<file path="config.mk">
export PLATFORM = sky130hd
export DESIGN_NAME = mpu_sfr_port_flash_control
export DESIGN_NICKNAME = d
export VERILOG_FILES = /design/src/design/mpu_sfr_port_flash_control.v
export VERILOG_INCLUDE_DIRS = /design/src /design/src/design
export SDC_FILE = /design/constraint.sdc
export NUM_CORES = 1
export LEC_CHECK = 0
export ABC_AREA = 1
export BUFFER_PORTS_ARGS = -buffer_cell sky130_fd_sc_hd__buf_2
export CORE_ASPECT_RATIO = 0.8
export CORE_MARGIN = 4
export CORE_UTILIZATION = 35
export DETAILED_ROUTE_END_ITERATION = 10
export SLEW_MARGIN = 10
export SYNTH_ARGS = -nofsm -noshare
export SYNTH_HDL_FRONTEND = slang
export SYNTH_SLANG_ARGS = --single-unit
</file>
<file path="constraint.sdc">
create_clock -name sys_clk -period 7.7 [get_ports sys_clk]
set_input_delay 0.77 -clock sys_clk [delete_from_list [all_inputs] [get_ports sys_clk]]
set_output_delay 0.77 -clock sys_clk [all_outputs]
set_load 0.005 [all_outputs]
</file>
<file path="src/design/mpu_sfr_regs.vh">
// Register addresses, field positions, reset values and state codes for the SFR block.
`ifndef MPU_SFR_REGS_VH
`define MPU_SFR_REGS_VH
`define ADDR_PORT0_LATCH 8'h80
`define ADDR_STACK_TOP 8'h81
`define ADDR_DATA_POINTER_LOW 8'h82
`define ADDR_DATA_POINTER_HIGH 8'h83
`define ADDR_STRETCH 8'h8e
`define ADDR_PORT1_LATCH 8'h90
`define ADDR_PORT1_DIR 8'h91
`define ADDR_ERASE_TRIGGER 8'h94
`define ADDR_EEPROM_DATA 8'h9e
`define ADDR_EEPROM_CONTROL 8'h9f
`define ADDR_PORT2_LATCH 8'ha0
`define ADDR_PORT2_DIR 8'ha1
`define ADDR_PORT0_DIR 8'ha2
`define ADDR_FLASH_CONTROL 8'hb2
`define ADDR_BANK_SELECT 8'hb6
`define ADDR_ERASE_PAGE 8'hb7
`define RST_STACK_TOP 8'h07
`define RST_STRETCH 3'h1
`define RST_PC 16'h0000
`define RST_BYTE 8'h00
`define RST_PAGE 7'h00
`define RST_BANK 3'h0
`define FC_PWE 0
`define FC_MEEN 1
`define FC_CE_PROT 4
`define FC_BOOT_PROT 5
`define FC_SECURE 6
`define FC_PREBOOT 7
`define STRETCH_LSB 0
`define STRETCH_MSB 2
`define PAGE_MSB 6
`define BANK_MSB 2
`define MOVX_IDLE 1'b0
`define MOVX_STROBE 1'b1
`endif

</file>
<file path="src/design/mpu_sfr_port_flash_control.v">
// SFR bank of the MPU core: stack, data pointer, program counter, ports, MOVX stretch and flash control.
// Overview of operation
// - Stack top pointer is 8 bits, resets 0x07
// - Pointer increments before push, first byte 0x08
// - Data pointer: two independently loaded bytes, addresses memory
// - Program counter 16 bits, resets zero, increments
// - Latch bit drives its pin when output
// - Direction bit one means output, zero input
// - Port read returns actual pin state
// - Stretch field 0 to 7, reset value 1
// - EEPROM data and control registers read/write
// - Erase trigger write starts mass or page erase
// - Erase page 0 to 127, resets zero
// - Program write enable steers MOVX store via data pointer to flash
// - Mass erase enable write-only, cleared, rearmed each time
// - Engine protect blocks erase above engine location
// - Boot protect blocks erase below boot size
// - Security bit set-only, cleared only by reset
// - Read-only preboot status bit
// - Three-bit read/write flash bank select
`include "mpu_sfr_regs.vh"
module mpu_sfr_port_flash_control #(
	parameter PORT_WIDTH = 8,
	parameter PAGE_KB = 1
) (
	input wire sys_clk,
	input wire rst,
	input wire [7:0] sfr_addr,
	input wire sfr_write,
	input wire sfr_read,
	input wire [7:0] sfr_wdata,
	output reg [7:0] sfr_rdata,
	input wire stack_push,
	input wire stack_pop,
	output reg [7:0] stack_top_pointer,
	output reg [15:0] data_pointer,
	input wire pc_increment,
	input wire pc_load,
	input wire [15:0] pc_load_value,
	output reg [15:0] program_counter,
	input wire [3*PORT_WIDTH-1:0] digital_io_pin_in,
	output reg [3*PORT_WIDTH-1:0] digital_io_pin_out,
	output reg [3*PORT_WIDTH-1:0] digital_io_pin_oe_n,
	input wire movx_start,
	input wire movx_write,
	input wire movx_via_data_pointer,
	input wire [15:0] movx_address,
	input wire [7:0] accumulator,
	input wire [7:0] shared_data_ram_rdata,
	output reg [15:0] mem_address,
	output reg [7:0] mem_wdata,
	output reg shared_data_ram_rd,
	output reg shared_data_ram_wr,
	output reg flash_program_wr,
	output reg movx_busy,
	output reg movx_done,
	output reg [7:0] movx_read_data,
	output reg [7:0] serial_eeprom_data,
	output reg [7:0] serial_eeprom_control,
	output reg eeprom_control_written,
	output reg [2:0] flash_bank_select,
	output reg mass_erase_start,
	output reg page_erase_start,
	output reg page_erase_refused,
	output reg [6:0] erase_page_number,
	output reg secure_mode,
	input wire preboot_active,
	input wire [6:0] engine_code_location,
	input wire [6:0] boot_size
);

	localparam PW = PORT_WIDTH;

	reg [PW-1:0] port_latch [0:2];
	reg [PW-1:0] port_direction [0:2];
	reg [2:0] movx_stretch_control;
	reg program_write_enable;
	reg mass_erase_enable;
	reg engine_area_erase_protect;
	reg boot_area_erase_protect;
	reg movx_state;
	reg [2:0] stretch_count;
	reg movx_is_write;
	reg movx_is_flash;
	reg [7:0] read_mux;
	reg page_blocked;
	wire [9:0] page_kb_start;
	wire [9:0] page_kb_end;
	wire [7:0] flash_control_view;

	// Maps a port index to the address of its latch.
	function [7:0] latch_addr;
		input integer idx;
		begin
			case (idx)
				0: latch_addr = `ADDR_PORT0_LATCH;
				1: latch_addr = `ADDR_PORT1_LATCH;
				default: latch_addr = `ADDR_PORT2_LATCH;
			endcase
		end
	endfunction

	// Maps a port index to the address of its direction register; note the odd order of port 0.
	function [7:0] dir_addr;
		input integer idx;
		begin
			case (idx)
				0: dir_addr = `ADDR_PORT0_DIR;
				1: dir_addr = `ADDR_PORT1_DIR;
				default: dir_addr = `ADDR_PORT2_DIR;
			endcase
		end
	endfunction

	// Decodes an SFR write strobe for one address.
	function wr_hit;
		input [7:0] addr;
		input [7:0] target;
		input strobe;
		begin
			wr_hit = strobe && (addr == target);
		end
	endfunction

	// Page bounds in kilobyte units, the unit of the protect thresholds.
	assign page_kb_start = erase_page_number * PAGE_KB[2:0];
	assign page_kb_end = page_kb_start + PAGE_KB[9:0];

	// The write-only mass erase enable reads back as zero, so software cannot poll it.
	assign flash_control_view = {preboot_active, secure_mode, boot_area_erase_protect, engine_area_erase_protect,
		2'b00, 1'b0, program_write_enable};

	// The boot area ends at boot_size*1024, so a page touching it is protected; the engine area
	// starts at engine_code_location*1024 and runs to the end of memory.
	// A page that only partly overlaps a protected area is refused as a whole.
	always @* begin
		page_blocked = 1'b0;
		if (engine_area_erase_protect && page_kb_end > {3'b000, engine_code_location}) begin
			page_blocked = 1'b1;
		end
		if (boot_area_erase_protect && page_kb_start < {3'b000, boot_size}) begin
			page_blocked = 1'b1;
		end
	end

	// Port latch addresses read the pins, so a pin driven as an output still shows its true level.
	always @* begin
		case (sfr_addr)
			`ADDR_PORT0_LATCH: read_mux = digital_io_pin_in[PW-1:0];
			`ADDR_PORT1_LATCH: read_mux = digital_io_pin_in[2*PW-1:PW];
			`ADDR_PORT2_LATCH: read_mux = digital_io_pin_in[3*PW-1:2*PW];
			`ADDR_PORT0_DIR: read_mux = port_direction[0];
			`ADDR_PORT1_DIR: read_mux = port_direction[1];
			`ADDR_PORT2_DIR: read_mux = port_direction[2];
			`ADDR_STACK_TOP: read_mux = stack_top_pointer;
			`ADDR_DATA_POINTER_LOW: read_mux = data_pointer[7:0];
			`ADDR_DATA_POINTER_HIGH: read_mux = data_pointer[15:8];
			`ADDR_STRETCH: read_mux = {5'b00000, movx_stretch_control};
			`ADDR_EEPROM_DATA: read_mux = serial_eeprom_data;
			`ADDR_EEPROM_CONTROL: read_mux = serial_eeprom_control;
			`ADDR_FLASH_CONTROL: read_mux = flash_control_view;
			`ADDR_BANK_SELECT: read_mux = {5'b00000, flash_bank_select};
			`ADDR_ERASE_PAGE: read_mux = {1'b0, erase_page_number};
			// The erase trigger is write-only and reads back as zero.
			`ADDR_ERASE_TRIGGER: read_mux = `RST_BYTE;
			default: read_mux = `RST_BYTE;
		endcase
	end

	always @(posedge sys_clk or posedge rst) begin
		if (rst) begin
			sfr_rdata <= `RST_BYTE;
		end else if (sfr_read) begin
			// Read data holds until the next read, so the core may take it late.
			sfr_rdata <= read_mux;
		end
	end

	// Port latches and direction registers, one set per port.
	// Directions reset to zero so no pin drives until software asks for it.
	genvar gp;
	generate
		for (gp = 0; gp < 3; gp = gp + 1) begin : port_bank
			always @(posedge sys_clk or posedge rst) begin
				if (rst) begin
					port_latch[gp] <= {PW{1'b0}};
					port_direction[gp] <= {PW{1'b0}};
					digital_io_pin_out[gp*PW +: PW] <= {PW{1'b0}};
					digital_io_pin_oe_n[gp*PW +: PW] <= {PW{1'b1}};
				end else begin
					if (wr_hit(sfr_addr, latch_addr(gp), sfr_write)) begin
						port_latch[gp] <= sfr_wdata[PW-1:0];
					end
					if (wr_hit(sfr_addr, dir_addr(gp), sfr_write)) begin
						port_direction[gp] <= sfr_wdata[PW-1:0];
					end
					digital_io_pin_out[gp*PW +: PW] <= port_latch[gp];
					digital_io_pin_oe_n[gp*PW +: PW] <= ~port_direction[gp];
				end
			end
		end
	endgenerate

	// Core pointers; a software write takes priority over a core update in the same cycle.
	always @(posedge sys_clk or posedge rst) begin
		if (rst) begin
			stack_top_pointer <= `RST_STACK_TOP;
			data_pointer <= {`RST_BYTE, `RST_BYTE};
			program_counter <= `RST_PC;
		end else begin
			if (wr_hit(sfr_addr, `ADDR_STACK_TOP, sfr_write)) begin
				stack_top_pointer <= sfr_wdata;
			end else if (stack_push && !stack_pop) begin
				stack_top_pointer <= stack_top_pointer + 8'h01;
			end else if (stack_pop && !stack_push) begin
				stack_top_pointer <= stack_top_pointer - 8'h01;
			end
			if (wr_hit(sfr_addr, `ADDR_DATA_POINTER_LOW, sfr_write)) begin
				data_pointer[7:0] <= sfr_wdata;
			end
			if (wr_hit(sfr_addr, `ADDR_DATA_POINTER_HIGH, sfr_write)) begin
				data_pointer[15:8] <= sfr_wdata;
			end
			// A load wins over an increment so that a jump is never off by one.
			if (pc_load) begin
				program_counter <= pc_load_value;
			end else if (pc_increment) begin
				program_counter <= program_counter + 16'h0001;
			end
		end
	end

	// Configuration registers: stretch, bank select and erase page.
	always @(posedge sys_clk or posedge rst) begin
		if (rst) begin
			movx_stretch_control <= `RST_STRETCH;
			flash_bank_select <= `RST_BANK;
			erase_page_number <= `RST_PAGE;
		end else begin
			if (wr_hit(sfr_addr, `ADDR_STRETCH, sfr_write)) begin
				movx_stretch_control <= sfr_wdata[`STRETCH_MSB:`STRETCH_LSB];
			end
			if (wr_hit(sfr_addr, `ADDR_BANK_SELECT, sfr_write)) begin
				flash_bank_select <= sfr_wdata[`BANK_MSB:0];
			end
			if (wr_hit(sfr_addr, `ADDR_ERASE_PAGE, sfr_write)) begin
				erase_page_number <= sfr_wdata[`PAGE_MSB:0];
			end
		end
	end

	// EEPROM interface registers; the pulse tells the EEPROM engine that a new command waits.
	always @(posedge sys_clk or posedge rst) begin
		if (rst) begin
			serial_eeprom_data <= `RST_BYTE;
			serial_eeprom_control <= `RST_BYTE;
			eeprom_control_written <= 1'b0;
		end else begin
			eeprom_control_written <= 1'b0;
			if (wr_hit(sfr_addr, `ADDR_EEPROM_DATA, sfr_write)) begin
				serial_eeprom_data <= sfr_wdata;
			end
			if (wr_hit(sfr_addr, `ADDR_EEPROM_CONTROL, sfr_write)) begin
				serial_eeprom_control <= sfr_wdata;
				eeprom_control_written <= 1'b1;
			end
		end
	end

	// Security is set-only: no software path clears it, only chip reset.
	always @(posedge sys_clk or posedge rst) begin
		if (rst) begin
			secure_mode <= 1'b0;
		end else if (wr_hit(sfr_addr, `ADDR_FLASH_CONTROL, sfr_write) && sfr_wdata[`FC_SECURE]) begin
			secure_mode <= 1'b1;
		end
	end

	// Flash control bits and erase triggering.
	always @(posedge sys_clk or posedge rst) begin
		if (rst) begin
			program_write_enable <= 1'b0;
			mass_erase_enable <= 1'b0;
			engine_area_erase_protect <= 1'b0;
			boot_area_erase_protect <= 1'b0;
			mass_erase_start <= 1'b0;
			page_erase_start <= 1'b0;
			page_erase_refused <= 1'b0;
		end else begin
			mass_erase_start <= 1'b0;
			page_erase_start <= 1'b0;
			page_erase_refused <= 1'b0;
			if (wr_hit(sfr_addr, `ADDR_FLASH_CONTROL, sfr_write)) begin
				program_write_enable <= sfr_wdata[`FC_PWE];
				mass_erase_enable <= sfr_wdata[`FC_MEEN];
				engine_area_erase_protect <= sfr_wdata[`FC_CE_PROT];
				boot_area_erase_protect <= sfr_wdata[`FC_BOOT_PROT];
			end else if (wr_hit(sfr_addr, `ADDR_ERASE_TRIGGER, sfr_write)) begin
				// The data written to the trigger carries no meaning and is dropped.
				// The enable is consumed by the trigger so that a stray second write cannot mass erase again.
				if (mass_erase_enable) begin
					mass_erase_start <= 1'b1;
					mass_erase_enable <= 1'b0;
				end else if (page_blocked) begin
					page_erase_refused <= 1'b1;
				end else begin
					page_erase_start <= 1'b1;
				end
			end
		end
	end

	// MOVX strobe sequencer; the strobe lasts one cycle plus the stretch value.
	always @(posedge sys_clk or posedge rst) begin
		if (rst) begin
			movx_state <= `MOVX_IDLE;
			stretch_count <= 3'h0;
			movx_is_write <= 1'b0;
			movx_is_flash <= 1'b0;
			mem_address <= 16'h0000;
			mem_wdata <= `RST_BYTE;
			shared_data_ram_rd <= 1'b0;
			shared_data_ram_wr <= 1'b0;
			flash_program_wr <= 1'b0;
			movx_busy <= 1'b0;
			movx_done <= 1'b0;
			movx_read_data <= `RST_BYTE;
		end else begin
			movx_done <= 1'b0;
			case (movx_state)
				`MOVX_IDLE: begin
					if (movx_start) begin
						movx_state <= `MOVX_STROBE;
						// The stretch is captured here so a write during an access cannot change its length.
						stretch_count <= movx_stretch_control;
						movx_is_write <= movx_write;
						movx_is_flash <= movx_write && movx_via_data_pointer && program_write_enable;
						mem_address <= movx_via_data_pointer ? data_pointer : movx_address;
						mem_wdata <= accumulator;
						movx_busy <= 1'b1;
						shared_data_ram_rd <= !movx_write;
						shared_data_ram_wr <= movx_write && !(movx_via_data_pointer && program_write_enable);
						flash_program_wr <= movx_write && movx_via_data_pointer && program_write_enable;
					end
				end
				`MOVX_STROBE: begin
					if (stretch_count != 3'h0) begin
						stretch_count <= stretch_count - 3'h1;
					end else begin
						// Address stays put after the strobe drops, giving the hold time the RAM needs.
						movx_state <= `MOVX_IDLE;
						shared_data_ram_rd <= 1'b0;
						shared_data_ram_wr <= 1'b0;
						flash_program_wr <= 1'b0;
						movx_busy <= 1'b0;
						movx_done <= 1'b1;
						if (!movx_is_write) begin
							movx_read_data <= shared_data_ram_rdata;
						end
					end
				end
				default: begin
					movx_state <= `MOVX_IDLE;
				end
			endcase
		end
	end

endmodule

</file>
==> results of run 1 <==
power groups by stage:
stage          clock, W  sequential [W]  combinational (W)
3_3_place_gp          0         0.00152           0.000672
4_1_cts         0.00124         0.00150           0.000690
5_1_grt         0.00130         0.00152           0.000775
6_report        0.00122         0.00150           0.000675
2_1_floorplan         0         0.00151           0.000368
3_5_place_dp          0         0.00152           0.000688
worst paths after layout:
path                                     endpoint  depth (start not counted)
max                              page_erase_start                         13
max reg2reg                      page_erase_start                         13
max in group asynchronous      port_direction[23]                          3
min in group sys_clk       digital_io_pin_out[21]                          0
min reg2reg                digital_io_pin_out[21]                          0
min                        digital_io_pin_out[10]                          2
area by class of cell:
class                           count  area share
Tap cell                          370      0.0361
Clock buffer                       35      0.0533
Inverter                          112      0.0334
Sequential cell                   224       0.440
Antenna cell                        1    0.000195
Clock inverter                     11      0.0111
Multi-Input combinational cell    793       0.316
Timing Repair Buffer              281       0.110
cell usage after synthesis:
library cell  number
mux2_2             8
a21o_1             3
nand2_1          299
a32o_1             1
nand2_4            2
buf_2             12
nor2_8             1
inv_2              5
a211oi_1           1
nor3_1             1
and2_1             1
nor4_1             1
a22oi_1            8
o21ai_1           17
nand3_1          111
o211ai_1           5
nand2_2            9
a21oi_1           16
dfstp_2           28
o21a_1             7
o21ai_0          134
xnor2_1            9
nand4_1            5
nand3_2            5
nor2_1            85
o221ai_1           2
buf_4              6
inv_1            107
nor2_4             9
buf_6              7
xor2_1            12
nor2_2             6
o21bai_1           4
o221a_1            1
nand3b_1           2
dfrtp_1          196
o22ai_1            3
o311ai_0           1
ha_1              23
fa_1               1
clkbuf_1          13
per-stage QoR:
step | setup WS [ns] | hold WS [ns]
2_1_floorplan | 0.842 | 0.353
3_3_place_gp | 5.01 | 0.363
3_5_place_dp | 4.94 | 0.361
4_1_cts | 5.43 | 0.373
5_1_grt | 5.20 | 0.395
6_report | 5.40 | 0.371
routing by layer:
metal  wire (microns)  global-route usage  share of wire  up-vias
li1                 -                   -              -     4352
met1            15100               0.288           0.45     4363
met2            14800               0.306           0.44      373
met3             2660              0.0463          0.080       50
met4              822              0.0513          0.025        0
met5                0                   0              0        -
registers in the layout, summed over array words and instances (netlist names), 16 cells and up:
signal               flops
digital_io_pin_oe_n     24
digital_io_pin_out      24
port_direction          24
port_latch              24
data_pointer            16
mem_address             16
program_counter         16
cell families after synthesis:
group | after synthesis | share of synthesized area
adders and majority gates | 24 | 0.0298
muxes | 8 | 0.00872
AOI/OAI and AO/OA | 203 | 0.108
xor gates and xnor gates | 21 | 0.0178
buffers and inverters | 150 | 0.0632
DFF | 224 | 0.546
and+or+nand+nor | 537 | 0.227
==> summary.txt, run 1 <==
Clock network
  – Root Driver: clkbuf_16
  – Worst-Skew Late Latency: between 0.5 and 0.6 ns
  – Postcts setup bufs: 0
  – Reg clk slew, reported paths: 0.06 ns
  – Num CTS Buffers: 25
  – Hold-fix buffers, CTS: 0
  – Quantity of gates resized following cts: 0
  – TritonCTS clock tree: done
  – Clk sinks: between 200 and 250
  – Htree depth: 1
  – Clock tree buffer depth: 3

Timing
  – Post-route clock period utilization: 0.299
  – Slew @ Worst Pin: between 0.9 and 1 ns
  – Max Clock Freq: 435 MHz
  – Worst Clk Skew: ~0.023 ns
  – Setup violations, final: 0
  – Fin crit period: roughly 2.3 ns
  – Setup TNS Final: 0 ns
  – Fin. max-slew vios: 0
  – Rel. slew slack: 0.382
  – RSZ-0062 raised after global routing: false
  – Hold Vio Cnt, Final: 0

Power
  – Internal power: between 0.002 and 0.0025 W
  – Pwr Total: 0.00340 W
  – PD cells: 265 nW/um^2
  – Gate power share: 0.199
  – Proportion of power drawn by flip-flops and latches: 0.443
  – Peak VDD IR: 0.143 mV
  – Static leakage power: 6.79 nW
  – Net Sw Power: slightly above 0.001 W
  – Switching Fraction: 0.298
  – Clock power frac: 0.359

Routing
  – First-pass DRT Iterations: 5
  – DRT iter0 DRCs: between 700 and 800
  – Via density: ~5.0
  – DRT Wirelength: around 33000 microns
  – Routed Antenna Nets: 0
  – DRC viols: 0
  – Routed len/inst: roughly 18 microns
  – Vias: between 9000 and 10000

Flow run
  – Max Cap Viol: 0

Critical path
  – Critical Path Start: erase_page_number[0]
  – CP Buf/Inv Count: 1
  – Most used cell, CP: nand2_1
  – Reg2reg start: erase_page_number[0]
  – Crit path largest cell delay: approximately 0.50 ns
  – CP Cell Sequence: ha_1 -> nand3_1 -> nand3b_1 -> xnor2_1 -> ha_1 -> nand3_1 -> a21oi_1 -> nand2_1 -> nand2_1 -> inv_1 -> nand2_1 -> nand2_1 -> nor2_1
  – Critical path required time: just over 8 ns
  – Crit path DAT: 2.74 ns
  – CP endpoint kind: register
  – CP delay by family, top: simple AND/OR/NAND/NOR gates
  – R2R Setup Slk: around 5.4 ns
  – Crit path launch type: register
  – Worst-path maximum fanout: 7
  – Critical path class: register to register
  – Crit-path slowest cell: dfrtp_1

GRT
  – Vias in the first global route: 8774
  – First-pass GRT wire length: 51500 microns
  – Largest net degree at the start of global routing: roughly 110
  – Grt ovf: 0
  – Global-route usage over all layers: 0.200
  – Antenna violations before repair: 0

Finish
  – Most frequent cells in the layout: nand2_1 (299), buf_2 (277), dfrtp_1 (196)
  – Multi-input logic area: between 4000 and 5000 sq um
  – Most common cell after layout, fill and taps aside: nand2_1
  – Share of cells above drive strength 1: 0.271
  – Sequential cell area: 5640 sq um
  – Finished Cell Area: 12800 sq um
  – Area delta synth->final: 24.1%
  – Nets: 1575
  – Fillers: 2866
  – Fin util: 0.447
  – Final cell count without fillers: 1827

Logic synthesis
  – Cells after Synth: 1167
  – Syn_area_per_cell: ~8.9 sq um
  – Synth warnings: 0
  – Number of library cell types mapped by synthesis: between 40 and 50
  – Dominant cell type by area after synthesis: dfrtp_1
  – Synth top area share: 0.475
  – Top area cells in the synthesized netlist: dfrtp_1 (47%), nand2_1 (11%), dfstp_2 (7.1%), o21ai_0 (6.5%), nand3_1 (5.4%)
  – Post-Syn Nets: 1305
  – Yosys reg bits: 224
  – Post-Syn Area: between 10000 and 15000 sq um
  – Seq/Total Area, Yosys: 0.546

Run status
  – Status: completed

Placed design
  – # port buffers: 277
  – Placed instance area: approximately 12000 sq um
  – Post-DP HPWL: ~24000 microns
  – Dpl cells: approximately 1800
  – GPL Wtd Cong: 0.857

Floorplanning
  – Initial Utilization: 0.360
  – I/O pins: about 280
  – Die Y: roughly 160 microns
  – Core area: approximately 29000 sq um
  – Die Wd: between 200 and 250 microns
  – Die area: 32400 sq um
  – # rows: 55

Hold path
  – Hold crit path type: input pin to asynchronous set/reset pin
No activity file was read; power rests on OpenSTA's default activity.
==> run 2: changes to the inputs <==
==> constraint.sdc (replaced) <==
create_clock -name sys_clk -period 2.05 [get_ports sys_clk]
set_input_delay 0.205 -clock sys_clk [delete_from_list [all_inputs] [get_ports sys_clk]]
set_output_delay 0.205 -clock sys_clk [all_outputs]
set_load 0.005 [all_outputs]
==> summary.txt, run 2 (synthesis gave the netlist of run 1 again) <==
Routing
  – DRT Wirelength: 34000 microns
  – DRC viols: 0
  – Vias: between 9000 and 10000
  – Routed len/inst: 17.9 microns
  – First-pass DRT Iterations: 5
  – Routed Antenna Nets: 0
  – DRT iter0 DRCs: between 700 and 800
  – Via density: ~4.9

Finish
  – Nets: ~1700
  – Share of cells above drive strength 1: 0.276
  – Final cell count without fillers: 1897
  – Finished Cell Area: around 14000 sq um
  – Most frequent cells in the layout: nand2_1 (298), buf_2 (277), dfrtp_1 (196)
  – Area delta synth->final: 31.1%
  – Most common cell after layout, fill and taps aside: nand2_1
  – Fin util: 0.472

Flow run
  – Max Cap Viol: 0

Timing
  – Fin. max-slew vios: 0
  – Setup violations, final: 0
  – Fin crit period: ~1.9 ns
  – Slew @ Worst Pin: between 0.7 and 0.8 ns
  – RSZ-0062 raised after global routing: true
  – Rel. slew slack: 0.529
  – Post-route clock period utilization: 0.948
  – Max Clock Freq: just over 500 MHz
  – Hold Vio Cnt, Final: 0
  – Worst Clk Skew: approximately 0.012 ns
  – Setup TNS Final: 0 ns

Power
  – Static leakage power: 7.11 nW
  – PD cells: slightly above 900 nW/um^2
  – Peak VDD IR: about 0.55 mV

Floorplanning
  – Die area: around 32000 sq um
  – Die Y: between 150 and 200 microns
  – # rows: 55
  – Initial Utilization: 0.360
  – Die Wd: ~200 microns
  – I/O pins: around 280
  – Core area: approximately 29000 sq um

GRT
  – Grt ovf: 0
  – Antenna violations before repair: 1
  – Vias in the first global route: 9088
  – Global-route usage over all layers: 0.204
  – Largest net degree at the start of global routing: 86
  – First-pass GRT wire length: 52600 microns

Placed design
  – Placed instance area: between 10000 and 15000 sq um
  – Post-DP HPWL: around 25000 microns
  – GPL Wtd Cong: 0.860
  – Dpl cells: 1800
  – # port buffers: between 200 and 300

Critical path
  – CP endpoint kind: register
  – Reg-to-reg endpoint: page_erase_start
  – Critical path class: register to register
  – Reg2reg start: erase_page_number[1]
  – Worst-path maximum fanout: 3
  – R2R Setup Slk: 0.11 ns
  – Critical path required time: 2.50 ns
  – Reg2reg path depth: 13
  – Crit path launch type: register
  – Crit path DAT: approximately 2.4 ns

Clock network
  – Root Driver: clkbuf_16
  – Htree depth: 1
  – Clk sinks: around 220
  – TritonCTS clock tree: done
  – Worst-Skew Late Latency: 0.52 ns
  – Clock tree buffer depth: 3
  – Reg clk slew, reported paths: roughly 0.06 ns
  – Num CTS Buffers: 24

Hold path
  – Hold crit path type: input pin to register
  – Worst Hold End: mem_address[1]
  – WHS Path Cells: 3
  – Hold Startpoint: movx_address[1]

Run status
  – Status: completed
-- run 2: what timing repair did --
action                     4_1_cts  5_1_grt
resized for setup                0        8
hold endpoints to repair       258        0
setup endpoints to repair        0        2
hold buffers                    54        0
setup buffers                    0        2
-- run 2: metal layers --
metal | wire length, microns | global-route usage
met3 | 2200 | 0.0423
met2 | 15200 | 0.318
met1 | 15700 | 0.292
met5 | 0 | 0
met4 | 916 | 0.0557
-- run 2: worst max-delay path: stages (launching register included) --
cell      delay [ns]
dfrtp_1         0.35
ha_2            0.19
nand3_2         0.08
nand3b_1        0.19
xnor2_1         0.15
ha_1            0.35
nand3_2         0.08
a21oi_2         0.12
nand2_1         0.06
nand2_1         0.05
inv_1           0.04
nand2_2         0.07
nand2_1         0.05
nor2_1          0.09
-- run 2: cell type report --
class	count	area (sq um)
multi-input cells	793	4070
well taps	370	463
clock inverters	9	119
diodes	1	2.50
repair buffers	357	2180
flip-flops and latches	224	5640
fillers	2752	15100
clock buffers	31	647
inverters	112	424
-- run 2: worst max path at each step --
stage                                    start                 endpoint  slack [ns]  depth (start not counted)
after floorplan                            rst  boot_area_erase_protect       -1.06                          1
after global placement    erase_page_number[0]         page_erase_start        0.13                         12
after detailed placement  erase_page_number[0]         page_erase_start        0.04                         12
after CTS                 erase_page_number[0]       page_erase_refused        0.03                         11
after global routing      erase_page_number[1]         page_erase_start      -0.009                         13
final                     erase_page_number[1]         page_erase_start        0.11                         13
-- run 2: where the power goes --
group / switching (W) / internal [W]
Clock: 0.00178 / 0.00248
Combinational: 0.00148 / 0.00121
Sequential: 0.000485 / 0.00514
-- run 2: per-stage QoR --
| stage | power, W | hold slack [ns] | worst slack, ns |
|---|---|---|---|
| floorplan | 0.00704 | 0.317 | -1.06 |
| global placement | 0.00825 | 0.124 | 0.125 |
| detailed placement | 0.00835 | 0.124 | 0.0411 |
| CTS | 0.0127 | 0.00140 | 0.0320 |
| global route | 0.0133 | 0.0463 | -0.00912 |
| finish | 0.0126 | 0.0165 | 0.107 |
